**config.mk**
```make
export PLATFORM = sky130hd
export DESIGN_NAME = tcr_reg_bank
export DESIGN_NICKNAME = d
export VERILOG_FILES = /design/src/rtl/tcr_pkg.sv /design/src/rtl/tcr_active_temp.sv /design/src/rtl/tcr_reg_bank.sv
export VERILOG_INCLUDE_DIRS = /design/src /design/src/rtl
export SDC_FILE = /design/constraint.sdc
export NUM_CORES = 1
export LEC_CHECK = 0
export ABC_AREA = 1
export BUFFER_PORTS_ARGS = -buffer_cell sky130_fd_sc_hd__buf_4
export CAP_MARGIN = 20
export CORE_AREA = 2 2 107 109
export DETAILED_ROUTE_END_ITERATION = 6
export DIE_AREA = 0 0 109 111
export PLACE_DENSITY_LB_ADDON = 0.12
export SLEW_MARGIN = 15
export SYNTH_ARGS = -nofsm -noshare
export SYNTH_HDL_FRONTEND = slang
export SYNTH_SLANG_ARGS = --single-unit
```
**constraint.sdc**
```tcl
create_clock -name core_clk -period 2.1 [get_ports core_clk]
set_input_delay 0.105 -clock core_clk [delete_from_list [all_inputs] [get_ports core_clk]]
set_output_delay 0.105 -clock core_clk [all_outputs]
set_load 0.02 [all_outputs]
```
**src/rtl/tcr_params.svh**
```systemverilog
// register indices, field positions and reset values of the temperature register bank
`ifndef TCR_PARAMS_SVH
`define TCR_PARAMS_SVH

// word indices; byte address is four times the index
`define TCR_IDX_EXT_TEMP_LOW      14'h2900
`define TCR_IDX_EXT_TEMP_HIGH     14'h2901
`define TCR_IDX_SOURCE_SELECT     14'h2902
`define TCR_IDX_LOW_ALARM_LOW     14'h2903
`define TCR_IDX_LOW_ALARM_HIGH    14'h2904
`define TCR_IDX_HIGH_ALARM_LOW    14'h2905
`define TCR_IDX_HIGH_ALARM_HIGH   14'h2906
`define TCR_IDX_UPDATE            14'h2910
`define TCR_IDX_ACTIVE_TEMP       14'h2911

// field positions
`define TCR_SRC_TIMEBASE_BIT      0
`define TCR_SRC_LOOP0_BIT         1
`define TCR_SRC_LOOP1_BIT         2
`define TCR_SRC_WIDTH             3
`define TCR_UPDATE_BIT            0

// reset values
`define TCR_RST_BYTE              8'h00
`define TCR_RST_SOURCE            3'h0
`define TCR_RST_TEMP              16'h0000

`endif

```
**src/rtl/tcr_pkg.sv**
```systemverilog
// types shared by the temperature register bank
package tcr_pkg;

  // signed q8.7 temperature: celsius times 128
  typedef struct packed {
    logic       sign;
    logic [7:0] integer_part;
    logic [6:0] fraction;
  } tcr_temp_t;

  // one apb request as seen by the slave
  typedef struct packed {
    logic        psel;
    logic        penable;
    logic        pwrite;
    logic [15:0] paddr;
    logic [31:0] pwdata;
  } tcr_apb_req_t;

endpackage

```
**src/rtl/tcr_active_temp.sv**
```systemverilog
// active copy of the double-buffered external temperature
`timescale 1ns/1ps
`include "tcr_params.svh"

module tcr_active_temp #(
  parameter int WIDTH = 16
) (
  input  wire logic             core_clk,
  input  wire logic             reset_n,
  input  wire logic             load,
  input  wire logic [WIDTH-1:0] buffered,
  output logic      [WIDTH-1:0] active
);

  // active value moves only on the update command
  always_ff @(posedge core_clk) begin
    if (!reset_n) begin
      active <= WIDTH'(`TCR_RST_TEMP);
    end else if (load) begin
      active <= buffered;
    end
  end

endmodule

```
**src/rtl/tcr_reg_bank.sv**
```systemverilog
// apb register bank for temperature compensation sources and alarm thresholds
//
// Implementation choice: register access over APB.
`timescale 1ns/1ps
`include "tcr_params.svh"

// Function
// - external temperature is one signed 16-bit field, low byte then high byte, writable
// - bits 6:0 are fraction, bits 14:7 integer part of the temperature
// - external bytes are buffered; they act only after the update command
// - source register bit 2 second loop, bit 1 first loop, bit 0 timebase
// - select bit 0 uses on-chip sensor, 1 uses external temperature
module tcr_reg_bank (
  input  wire logic                      core_clk,
  input  wire logic                      reset_n,
  input  wire tcr_pkg::tcr_apb_req_t     apb_req,
  output logic [31:0]                    prdata,
  output logic                           pready,
  output logic                           pslverr,
  input  wire tcr_pkg::tcr_temp_t        internal_temp,
  output tcr_pkg::tcr_temp_t             active_external_temp,
  output logic [`TCR_SRC_WIDTH-1:0]      source_select,
  output tcr_pkg::tcr_temp_t [2:0]       comp_temp,
  output logic [15:0]                    low_alarm_threshold,
  output logic [15:0]                    high_alarm_threshold
);

  logic [15:0] ext_buf;
  logic [13:0] word_idx;
  logic        aligned;
  logic        setup_cyc;
  logic        access_done;
  logic        wr_done;
  logic        update_pulse;
  logic        mapped;
  logic [31:0] next_prdata;
  logic [15:0] active_raw;

  // request decode; setup cycle is the first psel cycle
  assign word_idx    = apb_req.paddr[15:2];
  assign aligned     = (apb_req.paddr[1:0] == 2'h0);
  assign setup_cyc   = apb_req.psel & ~apb_req.penable;
  assign access_done = apb_req.psel & apb_req.penable & pready;
  assign wr_done     = access_done & apb_req.pwrite & ~pslverr;
  // autoclearing update command, never stored
  assign update_pulse = wr_done & (word_idx == `TCR_IDX_UPDATE) & apb_req.pwdata[`TCR_UPDATE_BIT];

  // read mux; reserved bits read zero
  always_comb begin
    next_prdata = 32'h0000_0000;
    mapped      = aligned;
    case (word_idx)
      `TCR_IDX_EXT_TEMP_LOW:    next_prdata[7:0] = ext_buf[7:0];
      `TCR_IDX_EXT_TEMP_HIGH:   next_prdata[7:0] = ext_buf[15:8];
      `TCR_IDX_SOURCE_SELECT:   next_prdata[`TCR_SRC_WIDTH-1:0] = source_select;
      `TCR_IDX_LOW_ALARM_LOW:   next_prdata[7:0] = low_alarm_threshold[7:0];
      `TCR_IDX_LOW_ALARM_HIGH:  next_prdata[7:0] = low_alarm_threshold[15:8];
      `TCR_IDX_HIGH_ALARM_LOW:  next_prdata[7:0] = high_alarm_threshold[7:0];
      `TCR_IDX_HIGH_ALARM_HIGH: next_prdata[7:0] = high_alarm_threshold[15:8];
      `TCR_IDX_UPDATE:          next_prdata = 32'h0000_0000;
      `TCR_IDX_ACTIVE_TEMP:     next_prdata[15:0] = active_raw;
      default:                  mapped = 1'b0;
    endcase
  end

  // one wait-free access phase: answer is prepared in the setup cycle
  always_ff @(posedge core_clk) begin
    if (!reset_n) begin
      pready  <= 1'b0;
      pslverr <= 1'b0;
      prdata  <= 32'h0000_0000;
    end else if (setup_cyc) begin
      pready  <= 1'b1;
      pslverr <= ~mapped;
      prdata  <= (apb_req.pwrite | ~mapped) ? 32'h0000_0000 : next_prdata;
    end else begin
      pready  <= 1'b0;  // drops right after the completing edge
      pslverr <= 1'b0;
    end
  end

  // external temperature buffer bytes
  always_ff @(posedge core_clk) begin
    if (!reset_n) begin
      ext_buf <= `TCR_RST_TEMP;
    end else if (wr_done && word_idx == `TCR_IDX_EXT_TEMP_LOW) begin
      ext_buf[7:0] <= apb_req.pwdata[7:0];
    end else if (wr_done && word_idx == `TCR_IDX_EXT_TEMP_HIGH) begin
      ext_buf[15:8] <= apb_req.pwdata[7:0];
    end
  end

  // source selects and alarm thresholds; thresholds are only held, no alarm here
  always_ff @(posedge core_clk) begin
    if (!reset_n) begin
      source_select        <= `TCR_RST_SOURCE;
      low_alarm_threshold  <= `TCR_RST_TEMP;
      high_alarm_threshold <= `TCR_RST_TEMP;
    end else if (wr_done) begin
      case (word_idx)
        `TCR_IDX_SOURCE_SELECT:   source_select <= apb_req.pwdata[`TCR_SRC_WIDTH-1:0];
        `TCR_IDX_LOW_ALARM_LOW:   low_alarm_threshold[7:0]   <= apb_req.pwdata[7:0];
        `TCR_IDX_LOW_ALARM_HIGH:  low_alarm_threshold[15:8]  <= apb_req.pwdata[7:0];
        `TCR_IDX_HIGH_ALARM_LOW:  high_alarm_threshold[7:0]  <= apb_req.pwdata[7:0];
        `TCR_IDX_HIGH_ALARM_HIGH: high_alarm_threshold[15:8] <= apb_req.pwdata[7:0];
        default: ;
      endcase
    end
  end

  // active copy moves only on update, so half-written values never reach the loops
  tcr_active_temp #(
    .WIDTH (16)
  ) u_active (
    .core_clk (core_clk),
    .reset_n  (reset_n),
    .load     (update_pulse),
    .buffered (ext_buf),
    .active   (active_raw)
  );

  // fraction in 6:0, integer in 14:7, sign on top
  assign active_external_temp = tcr_pkg::tcr_temp_t'(active_raw);

  // per-path source mux, registered so outputs leave from flops
  generate
    for (genvar i = 0; i < 3; i++) begin : g_path
      always_ff @(posedge core_clk) begin
        if (!reset_n) begin
          comp_temp[i] <= tcr_pkg::tcr_temp_t'(`TCR_RST_TEMP);
        end else begin
          comp_temp[i] <= source_select[i] ? active_external_temp : internal_temp;
        end
      end

      a_path_source_pick: assert property (@(posedge core_clk) disable iff (!reset_n)
        $past(source_select[i]) && $past(reset_n)
          |-> comp_temp[i] == $past(active_raw) || !$past(reset_n, 2))
        else $error("path temperature does not follow its selected source");

      a_path_internal_pick: assert property (@(posedge core_clk) disable iff (!reset_n)
        $past(reset_n) && !$past(source_select[i]) |-> comp_temp[i] == $past(internal_temp))
        else $error("path temperature does not follow the on-chip sensor");
    end
  endgenerate

  a_ext_low_write: assert property (@(posedge core_clk) disable iff (!reset_n)
    wr_done && word_idx == `TCR_IDX_EXT_TEMP_LOW |=> ext_buf[7:0] == $past(apb_req.pwdata[7:0]))
    else $error("external low byte not stored on write");

  a_ext_high_write: assert property (@(posedge core_clk) disable iff (!reset_n)
    wr_done && word_idx == `TCR_IDX_EXT_TEMP_HIGH |=> ext_buf[15:8] == $past(apb_req.pwdata[7:0]))
    else $error("external high byte not stored on write");

  a_fixed_point_split: assert property (@(posedge core_clk) disable iff (!reset_n)
    update_pulse |=> active_external_temp.integer_part == $past(ext_buf[14:7])
                     && active_external_temp.fraction == $past(ext_buf[6:0]))
    else $error("integer or fraction part misplaced");

  a_buffer_held_off: assert property (@(posedge core_clk) disable iff (!reset_n)
    !update_pulse ##1 $past(reset_n) |-> $stable(active_raw))
    else $error("active temperature changed without update");

  a_update_loads: assert property (@(posedge core_clk) disable iff (!reset_n)
    update_pulse |=> active_raw == $past(ext_buf))
    else $error("update did not transfer buffered temperature");

  a_source_bits: assert property (@(posedge core_clk) disable iff (!reset_n)
    wr_done && word_idx == `TCR_IDX_SOURCE_SELECT |=> source_select == $past(apb_req.pwdata[2:0]))
    else $error("source select bits not stored");

  // reserved bits checked on their own read, so back-to-back traffic cannot trip it
  a_source_reserved: assert property (@(posedge core_clk) disable iff (!reset_n)
    setup_cyc && !apb_req.pwrite && aligned && word_idx == `TCR_IDX_SOURCE_SELECT
      |=> pready && prdata[31:3] == 29'h0)
    else $error("reserved source bits did not read zero");

  a_read_buffered: assert property (@(posedge core_clk) disable iff (!reset_n)
    setup_cyc && !apb_req.pwrite && aligned && word_idx == `TCR_IDX_EXT_TEMP_HIGH
      |=> pready && prdata[7:0] == $past(ext_buf[15:8]))
    else $error("read of external byte did not return buffer");

  a_read_low_buffered: assert property (@(posedge core_clk) disable iff (!reset_n)
    setup_cyc && !apb_req.pwrite && aligned && word_idx == `TCR_IDX_EXT_TEMP_LOW
      |=> pready && prdata[7:0] == $past(ext_buf[7:0]))
    else $error("read of external low byte did not return buffer");

  a_active_readback: assert property (@(posedge core_clk) disable iff (!reset_n)
    setup_cyc && !apb_req.pwrite && aligned && word_idx == `TCR_IDX_ACTIVE_TEMP
      |=> pready && prdata == {16'h0000, $past(active_raw)})
    else $error("read of active temperature wrong");

  // refusals are decoded apart from the mux so a broken map still shows here
  a_misaligned_refused: assert property (@(posedge core_clk) disable iff (!reset_n)
    setup_cyc && apb_req.paddr[1:0] != 2'h0
      |=> pready && pslverr && prdata == 32'h0000_0000)
    else $error("misaligned access not refused");

  a_unmapped_refused: assert property (@(posedge core_clk) disable iff (!reset_n)
    setup_cyc && (word_idx < `TCR_IDX_EXT_TEMP_LOW || word_idx > `TCR_IDX_HIGH_ALARM_HIGH)
      && word_idx != `TCR_IDX_UPDATE && word_idx != `TCR_IDX_ACTIVE_TEMP
      |=> pready && pslverr)
    else $error("unmapped access not refused");

  a_refused_write_kept: assert property (@(posedge core_clk) disable iff (!reset_n)
    access_done && apb_req.pwrite && pslverr |=> $stable(ext_buf) && $stable(source_select))
    else $error("refused write changed a register");

  a_write_reads_zero: assert property (@(posedge core_clk) disable iff (!reset_n)
    setup_cyc && apb_req.pwrite |=> prdata == 32'h0000_0000)
    else $error("write returned nonzero read data");

  a_low_alarm_store: assert property (@(posedge core_clk) disable iff (!reset_n)
    wr_done && word_idx == `TCR_IDX_LOW_ALARM_LOW |=> low_alarm_threshold[7:0] == $past(apb_req.pwdata[7:0]))
    else $error("low alarm threshold byte not stored");

  a_high_alarm_store: assert property (@(posedge core_clk) disable iff (!reset_n)
    wr_done && word_idx == `TCR_IDX_HIGH_ALARM_HIGH |=> high_alarm_threshold[15:8] == $past(apb_req.pwdata[7:0]))
    else $error("high alarm threshold byte not stored");

  a_ready_after_setup: assert property (@(posedge core_clk) disable iff (!reset_n)
    setup_cyc |=> pready)
    else $error("pready missing after setup cycle");

  a_ready_one_cycle: assert property (@(posedge core_clk) disable iff (!reset_n)
    pready |=> !pready)
    else $error("pready held longer than one cycle");

endmodule

```
### Yosys cells after proc, flatten, opt, wreduce, memory -nomap -nowiden

Index checks and enable logic that the tools add are counted.
W data, S select, Z words.

* register bits after elaboration: 149
* input port bits: 69
* output and inout bits: 133
* logic and storage cells: 61

* equality and inequality tests: 9
* muxes and demuxes: 9
* bitwise logic cells: 12
* reduce and logical (&&, ||, !) cells: 11

Operators with widths (count)
* $eq A14 B14 Y1 const B: 9
* $mux W16: 4
* $pmux W5 S7: 1
* $pmux W3 S8: 1
* $reduce_and A2 Y1: 7
* $reduce_or A9 Y1: 1
* $mux W8: 1
* $and A1 B1 Y1: 7
* $not A1 Y1: 4
* $logic_and A1 B1 Y1: 2
* $logic_not A2 Y1: 1
* $mux W1: 2
* $or A1 B1 Y1: 1

### Depth between registers and ports, before layout

Gate-level depths: netlist (run 1).

* word-level depth: 7
* depth in mapped cells: 15
* gate-level depth less buffers: 14

### Modules after synthesis

Synthesis (run 1) repeated with hierarchy kept, for this count alone.

* cells, all modules: 804
* area, all modules: 5835.6 um^2

By module, submodules not included
* tcr_reg_bank: times used 1, cells an instance 703, area an instance 5161.2 um^2, seq. area each 2342.2 um^2
* tcr_active_temp: times used 1, cells an instance 101, area an instance 674.4 um^2, seq. area each 320.3 um^2

### Least setup slack after synthesis (run 1)

OpenSTA, ideal clock, no wires.

* path kind: register to register
* from: register pready
* to: register low_alarm_threshold[14]
* setup time: 119 ps
* arrival: 1441 ps
* required time: 1981 ps
* slack: 540 ps
* stages on the path, launching flop included: 10
* path buffers: 2
* period minus slack after synthesis: 1560 ps
* cells stage by stage: dfxtp_1 -> nand2_1 -> nor2_1 -> nand3_1 -> buf_2 -> inv_2 -> nand3_1 -> buf_2 -> o21ai_0 -> a21oi_1

* longest elaborated chain between the ends: 4

Ends and longest elaborated chain
* from (decl): line tcr_reg_bank.sv:18 `output logic pready,`
* from (signal assigned): line tcr_reg_bank.sv:69 `pready <= 1'b0;`
* from (signal assigned): line tcr_reg_bank.sv:73 `pready <= 1'b1;`
* from (signal assigned): line tcr_reg_bank.sv:77 `pready <= 1'b0;`
* $and A1 B1 Y1: line tcr_reg_bank.sv:43 `assign access_done = apb_req.psel & apb_req.penable & pready;`
* $and A1 B1 Y1 (2 in series): line tcr_reg_bank.sv:44 `assign wr_done = access_done & apb_req.pwrite & ~pslverr;`
* $reduce_and A2 Y1 (no source line)
* to (signal assigned): line tcr_reg_bank.sv:97 `` low_alarm_threshold <= `TCR_RST_TEMP; ``
* to (signal assigned): line tcr_reg_bank.sv:103 `` `TCR_IDX_LOW_ALARM_HIGH: low_alarm_threshold[15:8] <= apb_req.pwdata[7:0]; ``
* to (decl): line tcr_reg_bank.sv:24 `output logic [15:0] low_alarm_threshold,`

Every way passes these cells.
A chain may end at the register's enable or synchronous reset.

### Final worst setup path (run 1)

Same ends and word-level chain as after synthesis.

==> results of run 1 <==
[metrics by stage]
step | hold slack [ps] | power [mW]
after floorplan | 245.9 | 2.874
after global placement | 369.5 | 3.038
after detailed placement | 371.0 | 3.047
after CTS | 0.8659 | 6.106
after global routing | 56.69 | 6.267
final | 11.42 | 6.078
[critical path, delay by kind of cell, from the launching register on]
| family | cells | cell delay (ps) |
|---|---|---|
| simple gates | 4 | 680 |
| flops | 1 | 320 |
| compound gates | 2 | 400 |
| buf+inv | 1 | 170 |
[routing by layer]
layer / vias up / part of all wire [%] / wire, um
met1: 2673 / 42 / 7188
met5: - / 0 / 0
met4: 0 / 1.9 / 318
li1: 2873 / - / -
met3: 24 / 7.1 / 1216
met2: 235 / 49 / 8395
[logic make-up after synthesis]
| kind of cell | Yosys count | share of synthesized area (%) |
|---|---|---|
| and+or+nand+nor | 288 | 23.01 |
| buffers and inverters | 138 | 10.78 |
| AOI/OAI and AO/OA | 221 | 19.90 |
| DFF | 133 | 46.24 |
| other | 1 | 0.06513 |
[cell type report]
type / instances / area (um2) / area share (%)
Inverter: 83 / 312.8 / 3.992
Multi-Input combinational cell: 525 / 2536 / 32.36
Timing Repair Buffer: 196 / 1539 / 19.64
Clock buffer: 21 / 460.4 / 5.876
Tap cell: 143 / 178.9 / 2.283
Sequential cell: 133 / 2663 / 33.98
Clock inverter: 11 / 146.4 / 1.868
[power groups by stage]
stage	combinational, mW	sequential (mW)	clock [mW]
2_1_floorplan	0.163	2.71	0
3_3_place_gp	0.392	2.65	0
3_5_place_dp	0.400	2.65	0
4_1_cts	0.435	2.59	3.08
5_1_grt	0.475	2.60	3.20
6_report	0.438	2.59	3.05
[state kept, by name, indices dropped and copies added, names as in the netlist]
| name | cells |
|---|---|
| comp_temp | 48 |
| ext_buf | 16 |
| high_alarm_threshold | 16 |
| low_alarm_threshold | 16 |
| prdata | 16 |
| u_active.active | 16 |
| source_select | 3 |
| pready | 1 |
| pslverr | 1 |
[final timing paths]
check                               start                 endpoint  slack, ps  depth (start not counted)
setup reg to reg                   pready  low_alarm_threshold[14]        400                          7
hold reg to reg   high_alarm_threshold[9]  high_alarm_threshold[9]        470                          2
hold / removal                 apb_req[1]               ext_buf[9]         10                          3
setup / recovery                   pready  low_alarm_threshold[14]        400                          7
[what timing repair did]
item / 4_1_cts / 5_1_grt
hold endpoints to repair: 56 / 0
resized for setup: 0 / 0
hold buffers: 22 / 0
[layout by cell type, fill, tap and decap left out, drive strengths merged]
| cell | Yosys | layout |
|---|---|---|
| a211oi | 1 | 1 |
| a21boi | 1 | 1 |
| a21oi | 100 | 100 |
| buf | 31 | 174 |
| bufinv | 0 | 3 |
| clkbuf | 24 | 21 |
| clkinv | 2 | 5 |
| clkinvlp | 0 | 2 |
| conb | 1 | 16 |
| dfxtp | 133 | 133 |
| dlygate4sd3 | 0 | 22 |
| inv | 81 | 84 |
| nand2 | 88 | 88 |
| nand3 | 55 | 55 |
| nand3b | 3 | 3 |
| nor2 | 132 | 132 |
| nor3 | 3 | 3 |
| nor4 | 7 | 7 |
| o21ai | 119 | 119 |
==> results by group, run 1 <==
Synthesis
  • Synthesized flop and latch total: 133
  • Syn Inst Count: 781
  • Synthesized area: 5758 um2
  • YS warnings: 0
  • Avg Inst Size Synth: between 7 and 8 um2
  • Number of distinct library cells after synthesis: 30
  • Most frequent cell after synthesis: dfxtp_1
  • Post-synth EDFFs: 0
  • Post-synthesis sequential area ratio: 46.24%
  • Top post-synthesis cells by count: 133 x dfxtp_1, 119 x nor2_1, 110 x o21ai_0, 92 x a21oi_1, 82 x nand2_1
  • Top cell type's share of synthesized area: around 46%
  • Post-synth ARST share: 0%
  • Top post-synthesis cells by area: dfxtp_1 46%, o21ai_0 9.6%, a21oi_1 8.0%
  • Synth area leader: dfxtp_1
  • Most used DFF post-synth: dfxtp_1

Clocking
  • CTS tree: yes
  • Clk Latency, worst-skew pair: 430 ps
  • Clock buffer depth: 2
  • Setup bufs post-CTS: 0
  • Clk root buf: clkbuf_16
  • H-tree levels: 4
  • Cts bufs inserted: 17
  • Clock sink count: between 100 and 150
  • CTS clk-pin slew, worst paths: approximately 50 ps

Die
  • Die area: 12100 um2
  • Die height: 111 um
  • Standard-cell rows: 39
  • Die Wd: 109 um
  • Initial Util: 51.98%
  • Core area: 11080 um2
  • # IOs: 202

Cells and area
  • Layout area overhead: 36.09%
  • Fillers: 924
  • Cell area after layout: 7836 um2
  • Layout cell share with drive strength beyond 1: 24.87%
  • Fin nets: 1025
  • Filler-free cell count of the finished design: 1112
  • ANT cells: 0
  • Core Util, Final: roughly 71%

Global routing
  • Global route total overflow: 0
  • Largest net degree at the start of global routing: 67
  • First-pass GRT wire length: ~27 mm
  • Number of global-route vias before repair: approximately 5400
  • Met1 Use GR: between 30% and 40%
  • Grt met3 use: 5.703%
  • GRT Util Overall: 29.15%
  • Met2 usage: 47.08%
  • Initial antenna violation count: 0
  • Gr busiest metal: met2

Power and ir drop
  • Sequential share of power: 42.7%
  • Maximum vdd drop: 0.7232 mV
  • Gate power share: slightly above 7%
  • Sw Ratio: 22.83%
  • PwrDens: 775.6 nW/um2
  • Clock power share: roughly half
  • Net Sw Power: 1.388 mW
  • Leakage power: 3.486 nW
  • P_int: 4.690 mW

Critical path
  • CP max stage delay: 390 ps
  • Critical Path Start Type: flip-flop
  • Crit-path max FO: 16
  • Worst EP arrival: 1990 ps
  • WP data required: 2390 ps
  • Crit end category: flip-flop
  • Worst Path Class, Setup: reg2reg
  • CP max stage cell: nand3_1
  • Cell Chain, Critical Path: nand2_1 -> nor2_1 -> nand3_1 -> inv_2 -> nand3_1 -> o21ai_0 -> a21oi_1
  • CP most frequent cell: nand3_1

Timing
  • Final Max Tran Viols: 0
  • Fin crit share: 80.78%
  • Fin. Hold Viols: 0
  • Final clock skew: 7.819 ps
  • Worst slew pin tran: 625.8 ps
  • Slew HR: 58.23%
  • Fin crit period: between 1500 and 2000 ps
  • Unrepaired setup endpoints after global routing: no
  • FMAX: just under 0.6 GHz
  • Worst Slack Setup Final: 403.5 ps
  • Final setup viols: 0
  • Setup_tns: 0 ps

Drt
  • Drt drc: 0
  • Initial DRC Count: 467
  • Detailed Route WL: roughly 17 mm
  • Drt pass-1 iters: 5
  • Routed Antenna Nets: 0
  • Vias per cell: 5.220
  • Avg WL per Cell: 15.39 um
  • Via count: 5805

Placed design
  • Placed insts: 1058
  • # port buffers: 161
  • Place WS: 265.0 ps
  • GPL Wtd Cong: 0.9101
  • DP HPWL: about 12 mm
  • DP Area: 7009 um2

Worst hold path
  • Worst Hold Class: in2reg

Flow run
  • MaxCap Viol Count: 0

Run status
  • Outcome: completed
Power figures use the tool's default switching activity.
==> run 2: changes to the inputs <==
Settings changed: CORE_AREA 2 2 107 109 to 2 2 117 119, DIE_AREA 0 0 109 111 to 0 0 119 121.
Clock period 2.1 ns to 1.5 ns, I/O delays scaled along.
==> run 2 against run 1 <==
Effect of this change:
- non-clock buffer count is 40 higher
- worst hold slack better by 20 ps
- sequential power is 40% higher
- first-iteration DRC count is 1.3% higher
- combinational power is 47% higher
- register-to-register slack worse by 360 ps
- final cell count is 6.3% higher
- highest routed layer unchanged
- clock skew hardly changed
- routed wire length is 6.7% higher
==> results by group, run 2 (same netlist as run 1, synthesis figures left out) <==
Drt
  • Initial DRC Count: 473 (+1.3%)
  • Avg WL per Cell: 15.45 um (+0.38%)
  • Drt pass-1 iters: 5 (unchanged)
  • Routed Antenna Nets: 0 (unchanged)
  • Drt drc: 0 (unchanged)
  • Detailed Route WL: 18.27 mm (+6.7%)
  • Via count: 5918 (+1.9%)
  • Vias per cell: 5.007 (-4.1%)

Run status
  • Outcome: completed

Cells and area
  • Largest Register: comp_temp
  • Fin nets: 1065 (+3.9%)
  • Most frequent cells in the layout: 205 x buf_4, 132 x dfxtp_1, 117 x nor2_1, 110 x o21ai_0, 92 x a21oi_1
  • Layout area overhead: 42.46%
  • Filler-free cell count of the finished design: 1182 (+6.3%)
  • Core Util, Final: 62.69% (-8.1 points)
  • ANT cells: 0 (unchanged)
  • Flip-flop count of the largest register after layout: 48 (unchanged)
  • Most common cell after layout, fill and taps aside: buf_4
  • Fillers: 1169 (+27%)
  • Layout cell share with drive strength beyond 1: 28.13% (+3.3 points)
  • Cell area after layout: 8203 um2 (+4.7%)

Timing
  • Final Max Tran Viols: 0 (unchanged)
  • FMAX: 0.6877 GHz (+17%)
  • Setup_tns: 0 ps (unchanged)
  • Final clock skew: 7.545 ps (-0.2742 ps)
  • Final setup viols: 0 (unchanged)
  • Fin. Hold Viols: 0 (unchanged)
  • Unrepaired setup endpoints after global routing: yes
  • Fin crit share: 96.95% (+16 points)
  • Fin crit period: 1454 ps (-242.2 ps)
  • Worst Slack Setup Final: 45.79 ps (-357.8 ps)

Power and ir drop
  • Maximum vdd drop: 0.8167 mV (+13%)
  • Leakage power: 3.663 nW (+5.1%)
  • PwrDens: 997.1 nW/um2 (+29%)

Placed design
  • # port buffers: 161 (unchanged)
  • DP Area: 7325 um2 (+4.5%)
  • DP HPWL: 13.26 mm (+9.2%)
  • Place WS: -204.6 ps (-469.6 ps)
  • GPL Wtd Cong: 0.9102 (about the same)
  • Placed insts: 1124 (+6.2%)

Die
  • Die height: 121 um (+9.0%)
  • Die area: 14400 um2 (+19%)
  • Die Wd: 119 um (+9.2%)
  • Initial Util: 44.00% (-8.0 points)
  • # IOs: 202 (unchanged)
  • Core area: 13090 um2 (+18%)
  • Standard-cell rows: 42 (+7.7%)

Global routing
  • First-pass GRT wire length: 28.07 mm (+4.0%)
  • Number of global-route vias before repair: 5528 (+2.0%)
  • Initial antenna violation count: 0 (unchanged)
  • GRT Util Overall: 25.07% (-4.1 points)
  • Largest net degree at the start of global routing: 50 (-25%)
  • Global route total overflow: 0 (unchanged)

Critical path
  • CP Buf/Inv Count: 2 (+1)
  • Worst Path Class, Setup: reg2reg
  • CP max stage delay: 340 ps (-50 ps)
  • Critical path's top delay family: simple AND/OR/NAND/NOR gates
  • Cell Chain, Critical Path: nand2_2 -> nor2_4 -> nand3_4 -> buf_6 -> nor3_4 -> buf_4 -> nor2_2 -> a211oi_2
  • Crit end category: flip-flop
  • Worst EP arrival: 1800 ps (-190 ps)
  • CP max stage cell: dfxtp_2
  • Critical Path Start Type: flip-flop
  • Crit-path max FO: 5 (-11)
  • WP data required: 1850 ps (-540 ps)

Worst hold path
  • Worst Hold Class: in2reg

Clocking
  • H-tree levels: 4 (unchanged)
  • Clk Latency, worst-skew pair: 430 ps (about the same)
  • CTS tree: yes
  • Cts bufs inserted: 17 (unchanged)
  • Clock sink count: 133 (unchanged)
  • Clock buffer depth: 2 (unchanged)
  • Clk root buf: clkbuf_16
  • CTS clk-pin slew, worst paths: 60 ps (about the same)

Flow run
  • MaxCap Viol Count: 0 (unchanged)
[run 2: cell count changes in the layout (fill, tap and decap cells not counted), sizes merged]
cell	before	now
clkinv	5	4
bufinv	3	1
inv	84	82
clkinvlp	2	3
clkbuf	21	22
buf	174	212
dlygate4sd3	22	24
[run 2: repair_timing]
item | in CTS | in global routing
hold buffers | 24 | 0
pin swaps | 1 | 5
hold endpoints to repair | 74 | 0
gates resized for setup | 2 | 11
gates cloned | 0 | 1
setup endpoints to repair | 12 | 40
buffers inserted | 0 | 4
[run 2: worst paths after layout]
check / start / endpoint / slack (ps) / cells after the start
max: pready / ext_buf[8] / 50 / 8
min reg2reg: ext_buf[6] / ext_buf[6] / 470 / 2
max reg2reg: pready / ext_buf[8] / 50 / 8
min: reset_n / low_alarm_threshold[9] / 30 / 3
[run 2: area by class of cell]
class,count,area (um2),share of cell area (%)
well taps,176,220.2,2.685
repair buffers,236,1878,22.90
clock buffers,22,474.2,5.781
multi-input cells,525,2576,31.41
inverters,83,315.3,3.844
clock inverters,7,75.07,0.9152
flip-flops and latches,133,2664,32.47
[run 2: power by group]
part,internal (mW),switching [mW]
Clock,2.38,1.52
Sequential,3.61,0.0246
Combinational,0.272,0.370
[run 2: stage by stage]
step	hold WS [ps]	power [mW]
final	31.06	8.179
after global routing	36.71	8.441
after CTS	12.68	8.218
after detailed placement	341.6	4.289
after global placement	334.9	4.273
after floorplan	215.9	4.025
[run 2: worst min-delay path, stage by stage]
cell and delay [ps]:
buf_4 190, o21ai_0 100, a21oi_1 40
[run 2: per-layer routing]
| metal | up-vias | track usage, % | part of all wire (%) |
|---|---|---|---|
| met5 | - | 0 | 0 |
| met4 | 0 | 10.64 | 2.2 |
| met3 | 38 | 4.746 | 6.2 |
| met2 | 231 | 41.99 | 48 |
| met1 | 2701 | 31.65 | 43 |
| li1 | 2948 | - | - |
